===== src/rtl/ictr_pkg.sv =====
// Purpose: Shared constants and types for the interval counter channel
// Assumes: One 16-bit counter, binary or four-digit decimal counting
// Notes:   Mode codes follow the six counter modes
package ictr_pkg;

  // Counter width, top values and reset count
  localparam int          CNT_W   = 16;
  localparam logic [15:0] BIN_TOP = 16'hffff;
  localparam logic [15:0] BCD_TOP = 16'h9999;
  localparam logic [15:0] CNT_RST = 16'h0000;

  // Counting modes
  typedef enum logic [2:0] {
    M0 = 3'b000,
    M1 = 3'b001,
    M2 = 3'b010,
    M3 = 3'b011,
    M4 = 3'b100,
    M5 = 3'b101
  } mode_t;

  // Output level right after a control word
  localparam logic OUT_INIT_M0 = 1'b0;
  localparam logic OUT_INIT    = 1'b1;

  // Whole state of one channel
  typedef struct packed {
    logic [2:0]  clk_sync;
    logic [2:0]  gate_sync;
    logic        clk_st;
    logic        gate_st;
    mode_t       mode;
    logic        bcd;
    logic [15:0] init;
    logic [15:0] cnt;
    logic        out_lvl;
    logic        run;
    logic        load;
    logic        glvl;
    logic        eflag;
    logic        trig;
    logic        fired;
  } ictr_state_t;

endpackage : ictr_pkg


===== src/rtl/interval_counter.sv =====
// Purpose: One down-counter channel of a programmable interval timer
// Assumes: Counter clock and gate are pins, filtered on sys_clk
// Notes:   Overview of operation follows
// Overview of operation
// - Control word clears logic, sets output level
// - Gate sampled only at counter clock rise
// - Modes 0,2,3,4: gate level enables counting
// - Modes 1,2,3,5: gate rise sets trigger flag
// - Flag cleared after sampling; short pulses caught
// - Modes 2,3: gate rise restarts, level enables
// - Load and decrement only at clock fall
// - Initial count zero means largest count
// - Modes 0,1,4,5 wrap to top value
// - Modes 2,3 reload initial count themselves
// - Modes 2,3: gate low forces output high
// - Mode 2: output low one clock at one
// - Mode 1: trigger loads, output low next clock
`timescale 1ns/10ps
`default_nettype none
module interval_counter
  import ictr_pkg::*;
#(
  parameter int WIDTH = CNT_W
) (
  // System
  input  wire logic        sys_clk,
  input  wire logic        rst_n,
  // Host programming strobes
  input  wire logic        cw_wr,
  input  wire logic [2:0]  cw_mode,
  input  wire logic        cw_bcd,
  input  wire logic        cnt_wr,
  input  wire logic [15:0] cnt_val,
  // Counter pins
  input  wire logic        ctr_clk,
  input  wire logic        gate,
  output      logic        out_level,
  // Status
  output      logic [15:0] count_now
);

  // Refuse widths the decimal logic cannot serve
  if (WIDTH != 16) begin : g_width_chk
    $error("interval_counter supports WIDTH 16 only");
  end

  ictr_state_t st;
  ictr_state_t next_st;

  // Subtract k from v in binary or packed decimal
  function automatic logic [15:0] sub_cnt(input logic [15:0] v,
                                          input logic [1:0]  k,
                                          input logic        bcd);
    logic [15:0] r;
    logic [4:0]  d;
    logic [1:0]  b;
    r = v - {14'h0000, k};
    b = k;
    if (bcd) begin
      for (int i = 0; i < 4; i++) begin
        d = {1'b0, v[i*4 +: 4]} - {3'b000, b};
        if (d[4]) begin
          r[i*4 +: 4] = d[3:0] + 4'ha;
          b = 2'b01;
        end else begin
          r[i*4 +: 4] = d[3:0];
          b = 2'b00;
        end
      end
    end
    return r;
  endfunction : sub_cnt

  logic        clk_new;
  logic        gate_new;
  logic        clk_rise;
  logic        clk_fall;
  logic        gate_rise;
  logic        edge_mode;
  logic        lvl_mode;
  logic        cnt_en;
  logic        do_load;
  logic [1:0]  step;
  logic [15:0] dec1;
  mode_t       wr_mode;

  // Filtered pin levels and edges
  always_comb begin
    clk_new   = (st.clk_sync[1] == st.clk_sync[2]) ? st.clk_sync[2] : st.clk_st;
    gate_new  = (st.gate_sync[1] == st.gate_sync[2]) ? st.gate_sync[2] : st.gate_st;
    clk_rise  = clk_new & ~st.clk_st;
    clk_fall  = ~clk_new & st.clk_st;
    gate_rise = gate_new & ~st.gate_st;
    edge_mode = (st.mode != M0) && (st.mode != M4);
    lvl_mode  = (st.mode != M1) && (st.mode != M5);
    cnt_en    = lvl_mode ? st.glvl : 1'b1;
    do_load   = st.load | (st.trig & edge_mode);
    dec1      = sub_cnt(st.cnt, 2'b01, st.bcd);
    if (!st.cnt[0]) begin
      step = 2'b10;
    end else begin
      step = st.out_lvl ? 2'b01 : 2'b11;
    end
    wr_mode = (cw_mode[2:1] == 2'b11) ? mode_t'({1'b0, cw_mode[1:0]})
                                      : mode_t'(cw_mode);
  end

  // Next state of the whole channel
  always_comb begin
    next_st           = st;
    next_st.clk_sync  = {st.clk_sync[1:0], ctr_clk};
    next_st.gate_sync = {st.gate_sync[1:0], gate};
    next_st.clk_st    = clk_new;
    next_st.gate_st   = gate_new;
    // Gate sampling at counter clock rise
    if (clk_rise) begin
      next_st.glvl  = st.gate_st;
      next_st.trig  = st.eflag & edge_mode;
      next_st.eflag = 1'b0;
    end
    if (gate_rise && edge_mode) begin
      next_st.eflag = 1'b1;
    end
    // Load and count at counter clock fall
    if (clk_fall) begin
      next_st.trig = 1'b0;
      if (do_load) begin
        next_st.cnt   = st.init;
        next_st.load  = 1'b0;
        next_st.run   = 1'b1;
        next_st.fired = 1'b0;
        if (st.mode == M1) begin
          next_st.out_lvl = 1'b0;
        end
        if (st.mode == M2 || st.mode == M3) begin
          next_st.out_lvl = 1'b1;
        end
      end else if (st.run && cnt_en) begin
        case (st.mode)
          M0, M1: begin
            next_st.cnt = dec1;
            if (st.cnt == 16'h0001) begin
              next_st.out_lvl = 1'b1;
            end
          end
          M4, M5: begin
            next_st.cnt     = dec1;
            next_st.out_lvl = 1'b1;
            if (st.cnt == 16'h0001 && !st.fired) begin
              next_st.out_lvl = 1'b0;
              next_st.fired   = 1'b1;
            end
          end
          M2: begin
            if (st.cnt == 16'h0001) begin
              next_st.cnt     = st.init;
              next_st.out_lvl = 1'b1;
            end else begin
              next_st.cnt = dec1;
              if (st.cnt == 16'h0002) begin
                next_st.out_lvl = 1'b0;
              end
            end
          end
          M3: begin
            if (st.cnt == {14'h0000, step}) begin
              next_st.cnt     = st.init;
              next_st.out_lvl = ~st.out_lvl;
            end else begin
              next_st.cnt = sub_cnt(st.cnt, step, st.bcd);
            end
          end
          default: begin
            next_st.cnt = st.cnt;
          end
        endcase
      end
    end
    // Initial count written by the host
    if (cnt_wr) begin
      next_st.init = cnt_val;
      case (st.mode)
        M0: begin
          next_st.load    = 1'b1;
          next_st.out_lvl = 1'b0;
        end
        M4: next_st.load = 1'b1;
        M2, M3: begin
          if (!st.run) begin
            next_st.load = 1'b1;
          end
        end
        default: next_st.load = st.load;
      endcase
    end
    // Gate low forces output high in periodic modes
    if ((st.mode == M2 || st.mode == M3) && !gate_new) begin
      next_st.out_lvl = 1'b1;
    end
    // Control word resets the control logic at once
    if (cw_wr) begin
      next_st.mode    = wr_mode;
      next_st.bcd     = cw_bcd;
      next_st.load    = 1'b0;
      next_st.run     = 1'b0;
      next_st.eflag   = 1'b0;
      next_st.trig    = 1'b0;
      next_st.fired   = 1'b0;
      next_st.out_lvl = (wr_mode == M0) ? OUT_INIT_M0 : OUT_INIT;
    end
  end

  // State register
  always_ff @(posedge sys_clk) begin
    if (!rst_n) begin
      st         <= '0;
      st.cnt     <= CNT_RST;
      st.out_lvl <= OUT_INIT;
    end else begin
      st <= next_st;
    end
  end

  assign out_level = st.out_lvl;
  assign count_now = st.cnt;
endmodule : interval_counter
`default_nettype wire


===== config.mk =====
export PLATFORM = sky130hd
export DESIGN_NAME = interval_counter
export DESIGN_NICKNAME = d
export VERILOG_FILES = /design/src/rtl/ictr_pkg.sv /design/src/rtl/interval_counter.sv
export SDC_FILE = /design/constraint.sdc
export NUM_CORES = 1
export LEC_CHECK = 0
export ABC_CLOCK_PERIOD_IN_PS = 4730
export BUFFER_PORTS_ARGS = -buffer_cell sky130_fd_sc_hd__buf_2
export CORE_ASPECT_RATIO = 0.8
export CORE_UTILIZATION = 40
export DETAILED_ROUTE_END_ITERATION = 10
export PLACE_DENSITY = 0.55
export RECOVER_POWER = 50
export SETUP_SLACK_MARGIN = 0.02
export SLEW_MARGIN = 20
export SYNTH_ARGS = -nofsm -noshare
export SYNTH_HDL_FRONTEND = slang
export SYNTH_SLANG_ARGS = --single-unit

===== constraint.sdc =====
create_clock -name sys_clk -period 4.73 [get_ports sys_clk]
set_input_delay 0.946 -clock sys_clk [delete_from_list [all_inputs] [get_ports sys_clk]]
set_output_delay 0.946 -clock sys_clk [all_outputs]
set_load 0.02 [all_outputs]

==> results.toml, run 1 <==
[worst_setup_path]
arrival_ns = 4.52
worst-setup-path-type = "flip-flop to flip-flop"
reg2reg_depth = 18
critPathCaptureType = "flip-flop"
cp.required_ns = 4.92
worstReg2RegStart = "count_now[1]"
startpoint = "count_now[1]"
r2r-end = "count_now[14]"
regToRegSetupSlack_ns = 0.40
start_kind = "flip-flop"
worstPathMaxFanout = 8

[sta]
finClkSkew_ns = 0.00546
fmax_ghz = 0.231
period_share_pct = 91.6
relSlewSlack_pct = -21.5
drv_slew = 50
fin_ws_ns = 0.399
worst_pin_slew_ns = 1.82
fin_setup_tns_ns = 0
report.final.hold_viol_count = 0
min_period_ns = 4.33
setup_violations = 0
rsz0062_at_grt = "false"

[clock_network]
insertion_delay_ns = 0.29
cts_buffers = 5
cts_root_buffer = "clkbuf_16"
cts_sinks = 51
cts_buffer_depth = 2
clk_pin_slew_worst_paths_ns = 0.07
htree_levels = 2
tritoncts = "yes"
hold_buffers = 0

[synth]
synth-seq-cells = 51
yosys_warnings = 0
synth_fp_nets = 563
synth_edf_count = 0
ys_types = 73
synth_largest_area_cell = "dfxtp_1"
ys.flop_type = "dfxtp_1"
ys_top_cells_by_count = "51 x dfxtp_1, 36 x a21oi_1, 35 x nand2_1"
yosysMostFrequentCell = "dfxtp_1"
async_flop_share_pct = 0
ys_seq_area_share_pct = 24.2
syn-cell-area_sq_um = 4210
synth_area_leaders = "dfxtp_1 24%, ha_1 7.4%, mux2i_1 5.5%"
netlist_instances = 512
syn_avg_cell_area_sq_um = 8.23
synth_top_area_share_pct = 24.2

[min_path]
holdPathStages = 1
min_from = "next_st[49]"
hold_path_end = "next_st[50]"
hold_path_class = "flip-flop to flip-flop"

[route]
num_vias = 3706
via_per_inst = 5.59
drtPass1Iterations = 4
wl_per_cell_um = 16.5
drtIter0Drc = 253
ant_nets = 0
wirelength_um = 11000
drc = 0

[flow_run]
drv.max_cap_violation_count = 1

[grt]
grt_max_degree = 50
overflow = 0
grt_antenna_before_repair = 0
grt_pass1_wl_um = 17700
grt_usage_pct = 20.9
grt_pass1_vias = 3358

[placement]
hpwl_um = 8170
io_buffers = 42
dpl_cell_area_sq_um = 4380
place_inst = 653
dp_slack_ns = 0.256
gp_congestion = 0.822

[layout]
syn2layout_area_growth_pct = 7.72
drive_above_1_share_pct = 16.3
n_antenna_cell = 0
nFillCells = 1078
final_cells = 663
fin_nets = 573
design_area_sq_um = 4540

[power]
powerDensity_nw_per_um2 = 203
p_switching_mw = 0.234
comb_power_share_pct = 11.2
pwr-share-clk_pct = 39.1
power.leakage_nw = 1.83
swShare_pct = 25.4
power.internal_mw = 0.687
seqPwrFrac_pct = 49.7
peakVddDrop_v = 0.000123

[floorplan]
die_h_um = 93.8
fp.coreArea_sq_um = 10200
row_count = 33
start_util_pct = 41.2
die_area_sq_um = 11000
ios = 43
dieWidth_um = 117

[outcome]
violations = "max-capacitance violations, max-slew violations"
outcome = "finished, violations left"
[cell type report]
cell class	instances	area, sq um	area share (%)
clock inverter	2	16.3	0.358
inverter	22	82.6	1.82
sequential	51	1020	22.5
timing repair buffer	51	270	5.95
tap	140	175	3.86
multi-input combinational	391	2850	62.7
clock buffer	6	129	2.84
[registers in the layout, indices dropped and copies added, names as in the netlist]
name,flops
next_st,4
count_now,16
out_level,1
st,30
[worst max path at each step]
| stage | end | slack [ns] | cells past startpoint |
|---|---|---|---|
| final | count_now[14] | 0.40 | 18 |
| after floorplan | count_now[14] | 0.79 | 18 |
| after CTS | count_now[14] | 0.22 | 18 |
| after global routing | count_now[14] | 0.04 | 18 |
| after global placement | count_now[14] | 0.44 | 18 |
| after detailed placement | count_now[14] | 0.26 | 18 |
[cells in the final DEF (no fill, tap or decap), types with 4 or more instances in the layout]
cell	n
dfxtp_1	51
xnor2_1	19
nand2b_1	14
buf_4	8
nand2_1	35
and2_0	6
nor2_1	17
o211ai_1	12
a31oi_1	12
o221ai_1	6
and2_1	4
o21ai_1	4
xor2_1	10
nor4_1	8
nand3_1	18
a21o_1	4
mux2i_1	23
inv_1	22
nor3b_1	8
clkbuf_16	5
ha_1	25
clkbuf_1	5
a21oi_1	36
buf_2	39
nor4_4	4
o22ai_1	8
nor2b_1	23
nor3_1	6
nand4_1	4
o21ai_0	24
[worst max-delay path, stage by stage (launching register included)]
cell	delay, ns
dfxtp_1	0.38
inv_1	0.14
ha_1	0.27
nor3b_4	0.32
ha_1	0.23
ha_1	0.23
and2_1	0.19
ha_1	0.19
ha_1	0.26
nor3b_1	0.36
ha_1	0.26
ha_1	0.27
xor2_1	0.17
ha_1	0.25
o211ai_1	0.16
a21oi_1	0.09
a31oi_1	0.16
o22ai_1	0.10
a22o_1	0.20
[power by group through the flow]
stage / logic, mW / registers, mW / clock network (mW)
detailed placement: 0.104 / 0.467 / 0
global route: 0.115 / 0.460 / 0.394
CTS: 0.104 / 0.457 / 0.371
finish: 0.103 / 0.458 / 0.360
floorplan: 0.0786 / 0.460 / 0
global placement: 0.102 / 0.467 / 0
[cell families after synthesis]
group | after synthesis | synth area share (%)
flops | 51 | 24.2
mux | 26 | 6.26
fa+ha+maj | 26 | 7.66
buf+inv | 70 | 8.40
compound gates | 141 | 22.9
xor+xnor | 29 | 6.03
simple gates | 169 | 24.5
[per-layer routing]
metal  vias up  part of all wire (%)  GRT usage, %
met5         -                     0             0
met4         0                  0.42          3.16
met3         5                   5.9          3.61
met2       105                    43          31.9
met1      1740                    51          31.0
li1       1856                     -             -
[stage by stage]
step           power (mW)  hold WS, ns  utilization [%]
2_1_floorplan       0.539        0.412                -
3_3_place_gp        0.569        0.416             42.8
3_5_place_dp        0.571        0.419             42.8
4_1_cts             0.932        0.435             44.2
5_1_grt             0.969        0.479             44.3
6_report            0.921        0.434             44.3
[timing repair]
item,in CTS,in global routing
buffers inserted,0,2
setup endpoints to repair,0,2
resized for setup,0,1
Power figures use the tool's default switching activity.
==> inputs of run 2 (changes only) <==
--- a/config.mk
+++ b/config.mk
@@ -5,7 +5,7 @@
 export SDC_FILE = /design/constraint.sdc
 export NUM_CORES = 1
 export LEC_CHECK = 0
-export ABC_CLOCK_PERIOD_IN_PS = 4730
+export ABC_CLOCK_PERIOD_IN_PS = 4200
 export BUFFER_PORTS_ARGS = -buffer_cell sky130_fd_sc_hd__buf_2
 export CORE_ASPECT_RATIO = 0.8
 export CORE_UTILIZATION = 40
==> constraint.sdc (replaced) <==
create_clock -name sys_clk -period 4.2 [get_ports sys_clk]
set_input_delay 0.84 -clock sys_clk [delete_from_list [all_inputs] [get_ports sys_clk]]
set_output_delay 0.84 -clock sys_clk [all_outputs]
set_load 0.02 [all_outputs]
==> results.toml, run 2 (synthesis gave the netlist of run 1 again) <==
[clock_network]
hold_buffers = 0
cts_buffer_depth = 2
insertion_delay_ns = 0.29
clk_pin_slew_worst_paths_ns = 0.07
htree_levels = 2
cts_buffers = 5
cts_root_buffer = "clkbuf_16"
cts_sinks = 51
tritoncts = "yes"

[power]
comb_power_share_pct = 11.4
powerDensity_nw_per_um2 = 228
p_total_mw = 1.05
power.internal_mw = 0.775
pwr-share-clk_pct = 39.7
seqPwrFrac_pct = 48.9
swShare_pct = 26.0
peakVddDrop_v = 0.000135
p_switching_mw = 0.272
power.leakage_nw = 1.86

[route]
drtPass1Iterations = 4
via_per_inst = 5.60
drc = 0
drtIter0Drc = 260
met2_length_um = 4670
wirelength_um = 11200
routed-wl-met3_um = 535
wl_per_cell_um = 16.8
num_vias = 3744
top_layer_used = "met4"
ant_nets = 0
wl_met1_um = 5910

[floorplan]
fp.coreArea_sq_um = 10200
ios = 43
die_area_sq_um = 11000
dieWidth_um = 117
row_count = 33
die_h_um = 93.8
start_util_pct = 41.2

[grt]
grt_pass1_vias = 3409
grt_usage_pct = 21.7
grt_antenna_before_repair = 0
overflow = 0
grt_pass1_wl_um = 18200
grt_max_degree = 52

[layout]
nFillCells = 1069
fin_nets = 578
design_area_sq_um = 4600
syn2layout_area_growth_pct = 9.17
largest_register_ffs = 30
n_antenna_cell = 0
top_register = "st"
layout_commonest_cell = "dfxtp_1"
final_cell_mix = "50 x dfxtp_1, 38 x buf_2, 36 x a21oi_1"
drive_above_1_share_pct = 18.4
final_core_util_pct = 44.9
final_cells = 668

[worst_setup_path]
start_kind = "flip-flop"
arrival_ns = 4.05
crit_slowest_cell = "dfxtp_2"
path_cells = "inv_1, ha_1, nor3b_4, ha_1, ha_1, and2_1, ha_1, ha_1, nor3b_4, ha_1, ha_2, xor2_1, ha_1, nand2b_1, a211o_1, o21ai_0, a21oi_1, o21ai_0, a31oi_1"
cp.required_ns = 4.37
max_stage_delay_ns = 0.40
cp_num_buf_inv = 1
crit_top_cell = "ha_1"
regToRegSetupSlack_ns = 0.32
worstPathMaxFanout = 7
critPathCaptureType = "flip-flop"
worst-setup-path-type = "flip-flop to flip-flop"
crit_family = "adder cells"

[flow_run]
drv.max_cap_violation_count = 1

[sta]
report.final.hold_viol_count = 0
period_share_pct = 92.3
fin_ws_ns = 0.322
min_period_ns = 3.88
worst_pin_slew_ns = 1.85
finClkSkew_ns = 0.00387
setup_violations = 0
relSlewSlack_pct = -23.3
drv_slew = 50
fmax_ghz = 0.258

[placement]
dpl_cell_area_sq_um = 4430
io_buffers = 42
dp_slack_ns = 0.116
gp_congestion = 0.797
place_inst = 660
hpwl_um = 8140

[min_path]
hold_path_class = "flip-flop to flip-flop"

[outcome]
violations = "max-capacitance violations, max-slew violations"
outcome = "finished, violations left"
run 2: cell count changes in the layout (fill, tap and decap cells not counted):
cell,before,now
and2_0,6,0
and2_1,4,10
buf_2,39,38
buf_4,8,14
dfxtp_1,51,50
dfxtp_2,0,1
ha_1,25,21
ha_2,0,4
nor3b_1,8,6
nor3b_2,0,2
run 2: routing by layer:
metal,global-route usage [%],vias to the layer above
met4,5.27,0
li1,-,1869
met2,32.2,85
met5,0,-
met1,32.2,1780
met3,3.48,10
run 2: through the flow:
stage	TNS [ns]	hold WS, ns
2_1_floorplan	0	0.412
3_3_place_gp	0	0.416
3_5_place_dp	0	0.419
4_1_cts	0	0.436
5_1_grt	-0.00497	0.450
6_report	0	0.434
run 2: final cells by class:
| type | instances | area [sq um] | share of cell area [%] |
|---|---|---|---|
| multi-input combinational | 391 | 2870 | 62.3 |
| timing repair buffer | 56 | 310 | 6.74 |
| sequential | 51 | 1020 | 22.2 |
| tap | 140 | 175 | 3.81 |
| clock buffer | 6 | 129 | 2.80 |
| inverter | 22 | 82.6 | 1.79 |
| clock inverter | 2 | 16.3 | 0.354 |
run 2: power groups by stage:
stage / logic (mW) / registers, mW / clock network (mW)
2_1_floorplan: 0.0885 / 0.518 / 0
3_5_place_dp: 0.119 / 0.522 / 0
6_report: 0.120 / 0.512 / 0.416
4_1_cts: 0.120 / 0.511 / 0.431
3_3_place_gp: 0.118 / 0.522 / 0
5_1_grt: 0.133 / 0.513 / 0.448
run 2: path summary, 6_finish.rpt:
kind / startpoint / endpoint / depth (start not counted)
worst max register to register: count_now[0] / count_now[15] / 19
worst min-delay path: next_st[49] / next_st[50] / 1
worst min register to register: next_st[49] / next_st[50] / 1
worst max-delay path: count_now[0] / count_now[15] / 19
run 2: timing repair:
item | CTS | global route
gates resized for setup | 0 | 8
buffers inserted | 0 | 0
setup endpoints to repair | 0 | 2
